--- src/rtl/pcfr_pkg.sv ---
// Package of types and constants for the power-up configuration block
package pcfr_pkg;

    // Configuration codes
    localparam logic [2:0] PCFR_CFG_DEV = 3'h0;
    localparam logic [2:0] PCFR_CFG_1 = 3'h1;
    localparam logic [2:0] PCFR_CFG_2 = 3'h2;
    localparam logic [2:0] PCFR_CFG_3 = 3'h3;
    localparam logic [2:0] PCFR_CFG_4 = 3'h4;

    // Main output voltage option and strap level encodings
    localparam logic MAIN_IS_5V = 1'h1;
    localparam logic STRAP_GROUNDED = 1'h0;

    // Watchdog failure counter width and saturation
    localparam int PCFR_FAILCNT_W = 2;
    localparam logic [1:0] PCFR_FAILCNT_MAX = 2'h2;

    // Reset values
    localparam logic [2:0] PCFR_CFG_RESET = 3'h0;
    localparam logic [1:0] PCFR_FAILCNT_RESET = 2'h0;

    // Device operating modes along the failure path
    typedef enum logic [1:0] {
        PCFR_MODE_NORMAL = 2'b00,
        PCFR_MODE_RESTART = 2'b01,
        PCFR_MODE_FAILSAFE = 2'b11
    } pcfr_mode_type;

    // Latched hardware configuration
    typedef struct packed {
        logic valid;
        logic io_level_5v;
        logic ext_fixed_3v3;
        logic uv_rerouted;
        logic supervise_ext;
        logic response_family_state;
        logic failure_count_state;
    } pcfr_cfg_type;

    // Wake level status read-back
    typedef struct packed {
        logic failure_count_state;
        logic response_family_state;
    } pcfr_wake_level_status_type;

endpackage

--- src/rtl/pcfr_core.sv ---
// Power-up configuration capture and failure response sequencer
`timescale 1ns/10ps
module pcfr_core
    import pcfr_pkg::*;
(
    // Clock and reset
    input wire logic core_clk_in,
    input wire logic srst_in,
    // Straps and pins
    input wire logic main_is_5v_in,
    input wire logic supply_strap_pin_in,
    input wire logic interrupt_pin_level_in,
    // Control bits
    input wire logic failure_count_select_in,
    input wire logic dev_mode_in,
    input wire logic io_overvoltage_reset_enable_in,
    input wire logic restart_done_in,
    // Events
    input wire logic watchdog_fail_in,
    input wire logic io_overvoltage_event_in,
    // Configuration status
    output pcfr_wake_level_status_type wake_level_status_reg_out,
    output logic [2:0] cfg_code_out,
    output logic cfg_valid_out,
    output logic supervise_ext_out,
    output logic io_level_5v_out,
    output logic ext_fixed_3v3_out,
    output logic uv_rerouted_out,
    // Sequencer outputs
    output logic interrupt_out_drive_out,
    output pcfr_mode_type mode_out,
    output logic main_regulator_on_out,
    output logic fail_output_out,
    output logic device_reset_out
);

    pcfr_cfg_type cfg;
    logic [PCFR_FAILCNT_W-1:0] fail_count;
    logic [PCFR_FAILCNT_W-1:0] next_count;
    logic restart_family;

    function automatic logic [PCFR_FAILCNT_W-1:0] sat_inc(
        input logic [PCFR_FAILCNT_W-1:0] value
    );
        sat_inc = (value >= PCFR_FAILCNT_MAX) ? PCFR_FAILCNT_MAX
                                              : value + 1'b1;
    endfunction

    pcfr_strap_capture capture_inst (
        .core_clk_in(core_clk_in),
        .srst_in(srst_in),
        .main_is_5v_in(main_is_5v_in),
        .supply_strap_pin_in(supply_strap_pin_in),
        .interrupt_pin_level_in(interrupt_pin_level_in),
        .failure_count_select_in(failure_count_select_in),
        .dev_mode_in(dev_mode_in),
        .cfg_out(cfg),
        .cfg_code_out(cfg_code_out)
    );

    assign restart_family = cfg.response_family_state;
    assign next_count = sat_inc(fail_count);

    always_ff @(posedge core_clk_in) begin
        if (srst_in) begin
            wake_level_status_reg_out <= '0;
        end else begin
            wake_level_status_reg_out.failure_count_state <=
                cfg.failure_count_state;
            wake_level_status_reg_out.response_family_state <=
                cfg.response_family_state;
        end
    end

    always_ff @(posedge core_clk_in) begin
        if (srst_in) begin
            cfg_valid_out <= 1'b0;
            supervise_ext_out <= 1'b0;
            io_level_5v_out <= 1'b0;
            ext_fixed_3v3_out <= 1'b0;
            uv_rerouted_out <= 1'b0;
        end else begin
            cfg_valid_out <= cfg.valid;
            supervise_ext_out <= cfg.supervise_ext;
            io_level_5v_out <= cfg.io_level_5v;
            ext_fixed_3v3_out <= cfg.ext_fixed_3v3;
            uv_rerouted_out <= cfg.uv_rerouted;
        end
    end

    always_ff @(posedge core_clk_in) begin
        if (srst_in) begin
            interrupt_out_drive_out <= 1'b0;
        end else begin
            interrupt_out_drive_out <= cfg.valid;
        end
    end

    // Watchdog failure counter
    always_ff @(posedge core_clk_in) begin
        if (srst_in) begin
            fail_count <= PCFR_FAILCNT_RESET;
        end else if (cfg.valid && watchdog_fail_in &&
                     cfg_code_out != PCFR_CFG_DEV) begin
            fail_count <= next_count;
        end
    end

    // Mode sequencer
    always_ff @(posedge core_clk_in) begin
        if (srst_in) begin
            mode_out <= PCFR_MODE_NORMAL;
            main_regulator_on_out <= 1'b1;
            device_reset_out <= 1'b0;
        end else begin
            device_reset_out <= 1'b0;
            unique case (mode_out)
                PCFR_MODE_NORMAL: begin
                    if (!cfg.valid) begin
                        mode_out <= PCFR_MODE_NORMAL;
                    end else if (io_overvoltage_event_in &&
                                 io_overvoltage_reset_enable_in &&
                                 cfg_code_out != PCFR_CFG_DEV) begin
                        device_reset_out <= 1'b1;
                        if (restart_family) begin
                            mode_out <= PCFR_MODE_RESTART;
                        end else begin
                            mode_out <= PCFR_MODE_FAILSAFE;
                            main_regulator_on_out <= 1'b0;
                        end
                    end else if (watchdog_fail_in &&
                                 cfg_code_out != PCFR_CFG_DEV) begin
                        device_reset_out <= 1'b1;
                        if (restart_family) begin
                            mode_out <= PCFR_MODE_RESTART;
                        end else if (cfg_code_out == PCFR_CFG_4 &&
                                     fail_count == PCFR_FAILCNT_RESET) begin
                            mode_out <= PCFR_MODE_RESTART;
                        end else begin
                            mode_out <= PCFR_MODE_FAILSAFE;
                            main_regulator_on_out <= 1'b0;
                        end
                    end
                end
                PCFR_MODE_RESTART: begin
                    if (restart_done_in) begin
                        mode_out <= PCFR_MODE_NORMAL;
                    end
                end
                PCFR_MODE_FAILSAFE: begin
                    main_regulator_on_out <= 1'b0;
                end
                default: begin
                    mode_out <= PCFR_MODE_NORMAL;
                end
            endcase
        end
    end

    // Fail output after first or second failure
    always_ff @(posedge core_clk_in) begin
        if (srst_in) begin
            fail_output_out <= 1'b0;
        end else if (mode_out == PCFR_MODE_NORMAL && cfg.valid &&
                     cfg_code_out != PCFR_CFG_DEV) begin
            if (watchdog_fail_in &&
                (cfg.failure_count_state ||
                 fail_count != PCFR_FAILCNT_RESET)) begin
                fail_output_out <= 1'b1;
            end else if (io_overvoltage_event_in &&
                         io_overvoltage_reset_enable_in) begin
                fail_output_out <= 1'b1;
            end
        end
    end

endmodule

--- src/rtl/pcfr_strap_capture.sv ---
// Captures supply and response straps once at power-on reset release
`timescale 1ns/10ps
module pcfr_strap_capture
    import pcfr_pkg::*;
(
    // Clock and reset
    input wire logic core_clk_in,
    input wire logic srst_in,
    // Straps and control
    input wire logic main_is_5v_in,
    input wire logic supply_strap_pin_in,
    input wire logic interrupt_pin_level_in,
    input wire logic failure_count_select_in,
    input wire logic dev_mode_in,
    // Latched configuration
    output pcfr_cfg_type cfg_out,
    output logic [2:0] cfg_code_out
);

    logic captured;

    always_ff @(posedge core_clk_in) begin
        if (srst_in) begin
            captured <= 1'b0;
        end else begin
            captured <= 1'b1;
        end
    end

    always_ff @(posedge core_clk_in) begin
        if (srst_in) begin
            cfg_out <= '0;
            cfg_code_out <= PCFR_CFG_RESET;
        end else if (!captured) begin
            cfg_out.valid <= 1'b1;
            // Open strap, I/O at main level
            cfg_out.io_level_5v <= main_is_5v_in &&
                supply_strap_pin_in != STRAP_GROUNDED;
            cfg_out.ext_fixed_3v3 <= main_is_5v_in == MAIN_IS_5V &&
                supply_strap_pin_in == STRAP_GROUNDED;
            cfg_out.uv_rerouted <= main_is_5v_in == MAIN_IS_5V &&
                supply_strap_pin_in == STRAP_GROUNDED;
            cfg_out.supervise_ext <= main_is_5v_in == MAIN_IS_5V &&
                supply_strap_pin_in == STRAP_GROUNDED;
            cfg_out.response_family_state <= interrupt_pin_level_in;
            cfg_out.failure_count_state <= failure_count_select_in;
            if (dev_mode_in) begin
                cfg_code_out <= PCFR_CFG_DEV;
            end else if (failure_count_select_in) begin
                cfg_code_out <= interrupt_pin_level_in ? PCFR_CFG_1
                                                       : PCFR_CFG_2;
            end else begin
                cfg_code_out <= interrupt_pin_level_in ? PCFR_CFG_3
                                                       : PCFR_CFG_4;
            end
        end
    end

endmodule
--- config.mk ---
export PLATFORM = sky130hd
export DESIGN_NAME = pcfr_core
export DESIGN_NICKNAME = d
export VERILOG_FILES = /design/src/rtl/pcfr_pkg.sv /design/src/rtl/pcfr_core.sv /design/src/rtl/pcfr_strap_capture.sv
export SDC_FILE = /design/constraint.sdc
export NUM_CORES = 1
export LEC_CHECK = 0
export ABC_AREA = 1
export BUFFER_PORTS_ARGS = -buffer_cell sky130_fd_sc_hd__buf_2
export CAP_MARGIN = 10
export CORE_MARGIN = 1
export CORE_UTILIZATION = 40
export CTS_BUF_LIST = sky130_fd_sc_hd__clkbuf_8
export CTS_CLUSTER_DIAMETER = 80
export DETAILED_ROUTE_END_ITERATION = 12
export GPL_TIMING_DRIVEN = 0
export PLACE_DENSITY_LB_ADDON = 0.25
export SLEW_MARGIN = 15
export SYNTH_ARGS = -nofsm -noshare
export SYNTH_HDL_FRONTEND = slang
export SYNTH_SLANG_ARGS = --single-unit
--- constraint.sdc ---
create_clock -name core_clk_in -period 1.2 [get_ports core_clk_in]
set_clock_uncertainty 0.05 [all_clocks]
set_input_delay 0.12 -clock core_clk_in [delete_from_list [all_inputs] [get_ports core_clk_in]]
set_output_delay 0.12 -clock core_clk_in [all_outputs]
set_load 0.05 [all_outputs]
; After elaboration in Yosys (flattened, before gate mapping)
; Cells that the tools add are included.
; W data, S select, Z words.
[classes]
magnitude_cmp = 1
eq_ne = 9
muxes = 25
reduce_logical = 22
addsub = 1
bitwise_logic = 4
[op_table]
columns = cell, count
row1 = $mux W2, 9
row2 = $logic_and A1 B1 Y1, 11
row3 = $mux W1, 11
row4 = $mux W3, 3
row5 = $ne A3 B3 Y1 const B, 2
row6 = $pmux W2 S3, 1
row7 = $reduce_bool A2 Y1, 3
row8 = $reduce_and A5 Y1, 1
row9 = $logic_not A2 Y1, 2
row10 = $ne A2 B2 Y1 const B, 2
row11 = $ne A4 B4 Y1 const B, 1
row12 = $not A1 Y1, 4
row13 = $eq A3 B3 Y1 const B, 1
row14 = $reduce_and A3 Y1, 1
row15 = $reduce_bool A3 Y1, 1
row16 = $reduce_or A3 Y1, 1
row17 = $add A2 B1 Y2 const B, 1
row18 = $eq A2 B1 Y1 const B, 1
row19 = $eq A2 B2 Y1 const B, 1
row20 = $ge A2 B2 Y1 const B, 1
row21 = $ne A2 B1 Y1 const B, 1
row22 = $pmux W1 S2, 1
row23 = $reduce_and A2 Y1, 1
row24 = $logic_or A1 B1 Y1, 1
[totals]
reg_bits = 21
inputBits = 11

; Logic depth before layout (Yosys ltp)
; Gate-level depths: netlist of the first run.
[logic_depth]
word_depth = 8
ltp_mapped = 8
ltp_nobuf = 8

; Modules after synthesis
; A second synthesis of the first run with hierarchy kept.
[unflattened]
hier_cells = 107
area_unflattened_um2 = 860.8
[by_module_without_submodules]
columns = module, seq_area_each_um2, area_per_inst_um2, cells_per_inst, instances
row1 = pcfr_core, 280.3, 494.2, 63, 1
row2 = pcfr_strap_capture, 180.2, 366.6, 44, 1

; Least setup slack after synthesis of the first run
; Ideal clock, no wire load.
[synth_path]
path_kind = reg2reg
start = register capture_inst.cfg_code_out[0]
end = register main_regulator_on_out
required_time_ns = 1.037
setup_ns = 0.113
period_less_slack_ns = 1.337
n_path_buf = 0
stages_incl_launch_ff = 8
arrival_time_ns = 1.175
path_slack_ns = -0.137
cell_sequence = dfxtp_1 > nor2_1 > nand2_1 > nand2_1 > nor2_4 > nand2_1 > nand2_1 > nand2_1
[synth_via]
elab_chain_cells = 5
elab_cells_between_ends = 11
cone_classes = 3 x eq/ne / 3 x mux / 5 x reduce/logical
[synth_lines]
columns = item, line
row1 = "start, declared", pcfr_strap_capture.sv:17  ; output logic [2:0] cfg_code_out
row2 = "start signal, assigned", pcfr_strap_capture.sv:50  ; cfg_code_out <= interrupt_pin_level_in ? PCFR_CFG_1
row3 = "start signal, assigned", pcfr_strap_capture.sv:53  ; cfg_code_out <= interrupt_pin_level_in ? PCFR_CFG_3
row4 = $reduce_bool A3 Y1, "pcfr_core.sv:123, pcfr_core.sv:132"
row5 = $logic_and A1 B1 Y1, pcfr_core.sv:122  ; io_overvoltage_reset_enable_in &&
row6 = $mux W1, pcfr_core.sv:121  ; end else if (io_overvoltage_event_in &&
row7 = $mux W1, pcfr_core.sv:119  ; if (!cfg.valid) begin
row8 = $pmux W1 S2, pcfr_core.sv:117  ; unique case (mode_out)
row9 = "end signal, assigned", pcfr_core.sv:113  ; main_regulator_on_out <= 1'b1;
row10 = "end signal, assigned", pcfr_core.sv:129  ; main_regulator_on_out <= 1'b0;
row11 = "end signal, assigned", pcfr_core.sv:141  ; main_regulator_on_out <= 1'b0;
row12 = "end, declared", pcfr_core.sv:32  ; output logic main_regulator_on_out,
; Parallel ways exist; a longest one is shown, timed or not. The select of a mux whose other input is x is not followed.
; A chain may end at the register's enable or synchronous reset.

==> summary.txt, run 1 <==
Global routing
  • Initial antenna violation count: 0
  • Largest net degree at the start of global routing: 12
  • Most crowded layer after global routing: met2
  • Met3 global-route usage: 3.53%
  • GR Util All Layers: 14.9%
  • Global-route met2 utilization: 24.4%
  • First-pass GRT wire length: 2330 um
  • Vias in the first global route: 577
  • GRT overflow: 0
  • Routing usage on met1: 19.1%

Clock tree
  • H-tree Lvls: 1
  • Post-CTS setup buffers: 0
  • Clk pin slew, worst setup/hold paths: 0.07 ns
  • CTS tree: yes
  • Clock buffer depth: 2
  • Cts repair resizes: 0
  • Worst-Skew Late Latency: 0.25 ns
  • Clock Sinks: 21
  • Root Driver: clkbuf_8
  • Cts hold-fix bufs: 0
  • CTS Buf Count: 3

Power
  • Max VDD drop: 0.642 mV
  • Leakage Power: 0.512 nW
  • Pwr Density: 1380 mW/mm^2
  • Design Power: 0.00139 W

Die
  • Core ar.: 0.00180 mm^2
  • # rows: 15
  • Die Wd: 46.7 um
  • Die span in y: 46.7 um
  • Initial Utilization: 44.4%
  • I/O pins: 27
  • Full die area: 0.00218 mm^2

Min path
  • Hold Path Cell Cnt: 2
  • Worst min path class: input pin to flop

Layout
  • Post-Layout Inst Area: 0.00101 mm^2
  • Diode count: 0
  • Area growth syn-to-layout: 25.8%
  • Share of cells above drive strength 1: 31.8%
  • # nets final: 145

Synthesis
  • Post-Syn Area per Cell: 7.76 um^2
  • Syn Nets: 115
  • Yosys cell types: 16
  • Synth area leaders: dfxtp_1 (53%), nand2_1 (8.5%), inv_1 (8.0%)
  • Most used DFF post-synth: dfxtp_1
  • Number of synthesized flops with an enable pin: 0
  • Top-area cell type share of the netlist area: 52.6%
  • Synth area leader: dfxtp_1
  • Fraction of registers with async set/reset: 0%
  • Sequential share of the synthesized area: 52.6%
  • Synth Instances: 103
  • Register bit total from synthesis: 21
  • Syn. warnings: 0
  • Cell area after synthesis: 800 um^2

Timing
  • Max Fclk: 903 MHz
  • Fin. Hold Viols: 0
  • Worst-Margin Slew: 0.250 ns
  • Hold slack: 0.0187 ns
  • Minimum clock period: 1.11 ns
  • Pins Over Slew Limit: 0
  • Final setup viols: 0
  • Relative slew slack: 83.5%
  • Total negative slack: 0 ns
  • Final Cycle Share: 92.3%
  • RSZ-0062 raised after global routing: false

Worst setup path
  • Critical Path, Cell by Cell: buf_4 > buf_2
  • Top cell family by delay on the critical path: flip-flops
  • Critical Path End Type: output pin
  • Worst Setup Start Kind: flop
  • CP peak stage delay: 0.34 ns
  • CP arrival: 0.94 ns
  • CP required: 1.03 ns
  • Crit-path max FO: 3
  • Critical path class: flop to output pin
  • Slowest CP cell: dfxtp_1
  • Crit. path cell count: 2
  • Reg2reg path depth: 6
  • Worst path bufs/invs: 2

Drt
  • Wire length per cell: 8.72 um
  • Antenna viol nets, final: 0
  • Initial drt markers: 6
  • Drc violations: 0
  • Via count: 665
  • Pre-antenna DRT Iters: 4
  • Total wire length: 1370 um
  • Vias per cell: 4.24

Run status
  • Status: complete, no violations

Placed design
  • DPL Wire Length: 1070 um
  • GP Congestion: 0.742
  • Placed Area: 961 um^2
  • Buffers on Ports: 25

Flow run
  • Max Cap Viol: 0
[state kept, by name, summed over array words and instances, names as in the netlist]
name / flops
capture_inst.cfg_out: 5
capture_inst.cfg_code_out: 3
fail_count: 2
mode_out: 2
wake_level_status_reg_out: 2
capture_inst.captured: 1
device_reset_out: 1
fail_output_out: 1
interrupt_out_drive_out: 1
io_level_5v_out: 1
main_regulator_on_out: 1
uv_rerouted_out: 1
[power by group]
group / switching, W / leakage (nW) / internal [W]
registers: 0.0000129 / 0.174 / 0.000729
clock network: 0.000212 / 0.0269 / 0.000227
logic: 0.000146 / 0.311 / 0.0000615
[final timing paths]
check                                       startpoint                                   endpoint  slack [ns]
max reg2reg  capture_inst.cfg_code_out[0]$_SDFFE_PP0N_                   mode_out[1]$_SDFFE_PP0P_        0.16
max                         uv_rerouted_out$_SDFF_PP0_                          supervise_ext_out        0.09
min                                        dev_mode_in  capture_inst.cfg_code_out[0]$_SDFFE_PP0N_        0.02
min reg2reg       capture_inst.cfg_out[5]$_SDFFE_PP0N_                 io_level_5v_out$_SDFF_PP0_        0.37
[layer usage]
layer,up-vias,share of wire [%]
met3,2,4.0
met4,0,0.44
met5,-,0
met1,278,50
met2,15,46
li1,370,-
[layout by cell type, fill, tap and decap left out, types with 2 or more instances in the layout]
master,instances
clkbuf_8,3
nor2_1,17
nor2_4,2
buf_2,27
dfxtp_2,4
o21ai_0,3
nand2_1,18
inv_1,18
dfxtp_1,17
a21oi_1,10
buf_4,3
nand3_1,4
[cell usage after synthesis, types with 2 or more instances]
| library cell | instances |
|---|---|
| dfxtp_1 | 21 |
| nand2_1 | 18 |
| inv_1 | 17 |
| nor2_1 | 17 |
| a21oi_1 | 10 |
| nand3_1 | 4 |
| buf_4 | 3 |
| o21ai_0 | 3 |
| buf_2 | 2 |
| nor2_4 | 2 |
[kinds of logic after synthesis]
kind of cell | share of synthesized area [%]
flops | 52.6
simple gates | 23.9
compound gates | 9.23
buf+inv | 12.7
fa+ha+maj | 1.56
[final cells by class]
cell class,count,area [um^2]
fillers,185,796
flip-flops and latches,21,425
multi-input cells,59,278
repair buffers,25,125
inverters,17,63.8
clock buffers,3,41.3
plain buffers,6,37.5
well taps,25,31.3
clock inverters,1,3.75
[metrics by stage]
step / setup WS (ns) / instances / utilization (%)
floorplan: 0.0123 / 103 / -
global placement: 0.175 / 153 / 53.3
detailed placement: 0.167 / 153 / 53.3
CTS: 0.0810 / 157 / 55.8
global route: 0.0543 / 157 / 55.8
finish: 0.0929 / 157 / 55.8
Note: power is estimated with default switching activity, not from simulation.
==> run 2: changes to the inputs <==
Settings changed: CELL_PAD_IN_SITES_DETAIL_PLACEMENT set to 0, CELL_PAD_IN_SITES_GLOBAL_PLACEMENT set to 1, CORE_UTILIZATION 40 to 35.
==> summary.txt, run 2 (synthesis results as in run 1) <==
Worst setup path
  • FF-to-FF End: mode_out[1]$_SDFFE_PP0P_
  • Internal reg-to-reg setup slack: 0.17 ns
  • Critical path class: flop to output pin
  • Slowest CP cell: dfxtp_1
  • CP peak stage delay: 0.35 ns
  • Worst Setup Start Kind: flop
  • Reg2reg start: capture_inst.cfg_code_out[0]$_SDFFE_PP0N_
  • Critical Path, Cell by Cell: buf_4 > buf_2
  • CP arrival: 0.96 ns
  • CP required: 1.03 ns
  • Crit-path max FO: 3
  • Critical Path End Type: output pin
  • Reg2reg path depth: 6

Power
  • Pwr Density: 1390 mW/mm^2
  • Max VDD drop: 0.661 mV
  • Leakage Power: 0.510 nW

Global routing
  • Initial antenna violation count: 0
  • Largest net degree at the start of global routing: 13
  • GRT overflow: 0
  • Vias in the first global route: 597
  • First-pass GRT wire length: 2370 um
  • GR Util All Layers: 12.7%

Die
  • Full die area: 0.00248 mm^2
  • Initial Utilization: 38.8%
  • Die Wd: 49.8 um
  • Die span in y: 49.8 um
  • I/O pins: 27
  • Core ar.: 0.00206 mm^2
  • # rows: 16

Drt
  • Total wire length: 1370 um
  • Drc violations: 0
  • Vias per cell: 4.17
  • Pre-antenna DRT Iters: 4
  • Initial drt markers: 6
  • Antenna viol nets, final: 0
  • Wire length per cell: 8.62 um
  • Via count: 663

Clock tree
  • Cts repair resizes: 0
  • Clock Sinks: 21
  • Clock buffer depth: 2
  • CTS Buf Count: 3
  • H-tree Lvls: 1
  • Cts hold-fix bufs: 0
  • Clk pin slew, worst setup/hold paths: 0.07 ns
  • Post-CTS setup buffers: 0
  • Root Driver: clkbuf_8
  • CTS tree: yes
  • Worst-Skew Late Latency: 0.25 ns

Layout
  • Commonest non-fill, non-tap cell in the layout: buf_2
  • Post-Layout Inst Area: 0.00101 mm^2
  • Most frequent cells in the layout: buf_2 (27), nand2_1 (18), inv_1 (17), nor2_1 (17), dfxtp_1 (17)
  • Diode count: 0
  • Top reg by flops: capture_inst.cfg_out
  • Max reg flops: 5
  • Largest regs: capture_inst.cfg_out (5), capture_inst.cfg_code_out (3)
  • Area growth syn-to-layout: 26.3%
  • # nets final: 145
  • Share of cells above drive strength 1: 32.6%

Min path
  • Hold Path Cell Cnt: 2
  • Worst min path class: input pin to flop
  • Hold Crit Start: dev_mode_in
  • Hold Path Sink: capture_inst.cfg_code_out[0]$_SDFFE_PP0N_

Placed design
  • GP Congestion: 0.705
  • Buffers on Ports: 25
  • DPL Wire Length: 1080 um
  • Placed Area: 963 um^2

Flow run
  • Max Cap Viol: 0

Run status
  • Status: complete, no violations

Timing
  • Max Fclk: 888 MHz
  • Fin. Hold Viols: 0
  • Total negative slack: 0 ns
  • Final setup viols: 0
  • RSZ-0062 raised after global routing: false
  • Pins Over Slew Limit: 0
  • Hold slack: 0.00794 ns
  • Worst-Margin Slew: 0.255 ns
  • Minimum clock period: 1.13 ns
  • Relative slew slack: 83.1%
  • Final Cycle Share: 93.8%
==> run 2: area by class of cell <==
type                            instances  area [um^2]
Timing Repair Buffer                   25          125
Buffer                                  6         37.5
Tap cell                               27         33.8
Clock buffer                            3         41.3
Inverter                               17         63.8
Clock inverter                          1         5.00
Fill cell                             224         1050
Multi-Input combinational cell         59          278
Sequential cell                        21          425
==> run 2: how the worst max path moves through the flow <==
stage,startpoint,to,slack (ns),cells after the start
final,uv_rerouted_out$_SDFF_PP0_,supervise_ext_out,0.07,2
after global routing,mode_out[0]$_SDFFE_PP0P_,main_regulator_on_out$_SDFFE_PP1P_,0.03,8
after CTS,uv_rerouted_out$_SDFF_PP0_,supervise_ext_out,0.06,2
after detailed placement,capture_inst.cfg_out[6]$_SDFFE_PP0N_,main_regulator_on_out$_SDFFE_PP1P_,0.17,7
after global placement,capture_inst.cfg_out[6]$_SDFFE_PP0N_,main_regulator_on_out$_SDFFE_PP1P_,0.16,7
after floorplan,mode_out[1]$_SDFFE_PP0P_,main_regulator_on_out$_SDFFE_PP1P_,0.01,4
==> run 2: per-layer routing <==
metal / wire length [um] / vias up / global-route usage (%)
met5: 0 / - / 0
met4: 5 / 0 / 5.71
met3: 80 / 2 / 3.09
met2: 615 / 19 / 20.3
met1: 670 / 272 / 16.0
li1: - / 370 / -
==> run 2: power breakdown <==
group	internal, W	total (W)	switching [W]
logic	0.0000617	0.000208	0.000146
clock network	0.000231	0.000449	0.000219
registers	0.000729	0.000741	0.0000129
==> run 2: metrics by stage <==
step	setup WS (ns)	util (%)	power [W]	cells
floorplan	0.0123	-	0.000914	103
global placement	0.164	46.7	0.000965	155
finish	0.0742	49.0	0.00140	159
global route	0.0258	49.0	0.00147	159
detailed placement	0.171	46.7	0.000968	155
CTS	0.0647	49.0	0.00142	159
==> run 2: worst max-delay path: cells and delay by family (launching register included) <==
kind     cells  cell delay [ns]
flops        1             0.35
buf+inv      2             0.35
==> run 3: changes to the inputs <==
Settings changed: CORE_ASPECT_RATIO set to 1.25, CTS_BUF_LIST sky130_fd_sc_hd__clkbuf_8 to sky130_fd_sc_hd__clkbuf_4 sky130_fd_sc_hd__clkbuf_8, SLEW_MARGIN 15 to 0.
==> summary.txt, run 3 (synthesis results as in run 1) <==
Drt
  • Initial drt markers: 10
  • Drc violations: 0
  • Via count: 688
  • Pre-antenna DRT Iters: 4
  • Vias per cell: 4.20
  • Wire length per cell: 8.52 um
  • Total wire length: 1400 um
  • Antenna viol nets, final: 0

Die
  • Core ar.: 0.00219 mm^2
  • Die Wd: 44.8 um
  • I/O pins: 27
  • Initial Utilization: 36.6%
  • Full die area: 0.00248 mm^2
  • # rows: 19
  • Die span in y: 55.4 um

Power
  • Max VDD drop: 0.643 mV
  • Pwr Density: 1260 mW/mm^2
  • Share of power burned in the clock network: 25.3%
  • Design Power: 0.00128 W
  • Reg power frac: 58.1%
  • NetSw: 0.000358 W
  • Switching fraction of total power: 28.1%
  • Internal power: 0.000918 W
  • Leakage Power: 0.507 nW
  • Comb power frac: 16.6%

Placed design
  • Placed Area: 968 um^2
  • Buffers on Ports: 25
  • GP Congestion: 0.753
  • DPL Wire Length: 1110 um

Worst setup path
  • CP arrival: 0.97 ns
  • Critical Path Sink: interrupt_out_drive_out
  • Worst Setup Start Kind: flop
  • CP Launch Point: interrupt_out_drive_out$_SDFF_PP0_
  • FF-to-FF End: main_regulator_on_out$_SDFFE_PP1P_
  • Crit-path max FO: 2
  • Critical Path End Type: output pin
  • CP required: 1.03 ns
  • Internal reg-to-reg setup slack: 0.15 ns
  • Critical path class: flop to output pin
  • Reg2reg path depth: 8
  • Reg2reg start: mode_out[0]$_SDFFE_PP0P_

Timing
  • Relative slew slack: 83.3%
  • Final setup viols: 0
  • Final Cycle Share: 94.6%
  • Minimum clock period: 1.14 ns
  • Fin. Hold Viols: 0
  • Hold slack: 0.00742 ns
  • Total negative slack: 0 ns
  • Worst-Margin Slew: 0.252 ns
  • Max Fclk: 881 MHz
  • RSZ-0062 raised after global routing: false
  • Pins Over Slew Limit: 0

Clock tree
  • Clock Sinks: 21
  • Clock buffer depth: 2
  • CTS tree: yes
  • CTS Buf Count: 3
  • Worst-Skew Late Latency: 0.29 ns
  • Clk pin slew, worst setup/hold paths: 0.11 ns
  • Root Driver: clkbuf_4
  • H-tree Lvls: 1

Layout
  • # nets final: 146
  • Largest regs: capture_inst.cfg_out (5), capture_inst.cfg_code_out (3)
  • Max reg flops: 5
  • Top reg by flops: capture_inst.cfg_out
  • Share of cells above drive strength 1: 32.3%
  • Diode count: 0
  • Most frequent cells in the layout: buf_2 (25), nand2_1 (18), inv_1 (17), nor2_1 (17), dfxtp_1 (17)
  • Post-Layout Inst Area: 0.00101 mm^2
  • Commonest non-fill, non-tap cell in the layout: buf_2
  • Area growth syn-to-layout: 26.4%

Global routing
  • Routing usage on met1: 14.7%
  • Most crowded layer after global routing: met2
  • First-pass GRT wire length: 2470 um
  • Vias in the first global route: 647
  • Initial antenna violation count: 0
  • Global-route met2 utilization: 22.1%
  • Met3 global-route usage: 2.29%
  • GRT overflow: 0
  • Largest net degree at the start of global routing: 13
  • GR Util All Layers: 13.1%

Min path
  • Worst min path class: input pin to flop

Flow run
  • Max Cap Viol: 0

Run status
  • Status: complete, no violations
==> run 3: changes by cell type in the layout (fill, tap and decap cells not counted) <==
cell,before,now
buf_2,27,25
dlygate4sd3_1,0,1
clkbuf_4,0,3
buf_4,3,5
clkbuf_8,3,0
==> run 3: layout make-up <==
type | count | area, um^2
Fill cell | 248 | 1180
Sequential cell | 21 | 425
Multi-Input combinational cell | 59 | 278
Timing Repair Buffer | 26 | 140
Inverter | 17 | 63.8
Tap cell | 31 | 38.8
Buffer | 6 | 37.5
Clock buffer | 3 | 22.5
Clock inverter | 1 | 5.00
==> run 3: power groups by stage <==
| stage | combinational [W] | sequential (W) | clock, W |
|---|---|---|---|
| after floorplan | 0.000100 | 0.000814 | 0 |
| after global placement | 0.000209 | 0.000758 | 0 |
| after detailed placement | 0.000210 | 0.000759 | 0 |
| after CTS | 0.000214 | 0.000743 | 0.000340 |
| after global routing | 0.000234 | 0.000745 | 0.000365 |
| final | 0.000212 | 0.000742 | 0.000323 |
==> run 3: per-layer routing <==
layer / wire, um / part of all wire [%]
met5: 0 / 0
met3: 77 / 5.5
met1: 635 / 45
met4: 16 / 1.1
met2: 669 / 48
==> run 3: how the worst min path moves through the flow <==
stage                                 startpoint                                        end  cells past startpoint
after floorplan                      dev_mode_in  capture_inst.cfg_code_out[0]$_SDFFE_PP0N_                      1
after global placement               dev_mode_in  capture_inst.cfg_code_out[0]$_SDFFE_PP0N_                      2
after detailed placement             dev_mode_in  capture_inst.cfg_code_out[0]$_SDFFE_PP0N_                      2
after CTS                 interrupt_pin_level_in       capture_inst.cfg_out[1]$_SDFFE_PP0N_                      3
after global routing      interrupt_pin_level_in       capture_inst.cfg_out[1]$_SDFFE_PP0N_                      3
final                     interrupt_pin_level_in       capture_inst.cfg_out[1]$_SDFFE_PP0N_                      3
==> run 3: critical path, stage by stage, from the launching register on <==
cell	delay [ns]
dfxtp_1	0.34
buf_4	0.09
buf_2	0.24
==> run 3: per-stage QoR <==
stage | instances | setup slack (ns) | util (%)
final | 164 | 0.0643 | 46.2
after floorplan | 103 | 0.0123 | -
after global placement | 159 | 0.175 | 44.3
after global routing | 164 | 0.00200 | 46.2
after detailed placement | 159 | 0.165 | 44.3
after CTS | 164 | 0.00101 | 46.1
==> run 3: timing repair <==
item	in CTS	in global routing
setup endpoints to repair	1	1
hold buffers	1	0
resized for setup	1	2
setup buffers	0	0
endpoints found under the hold margin	1	0
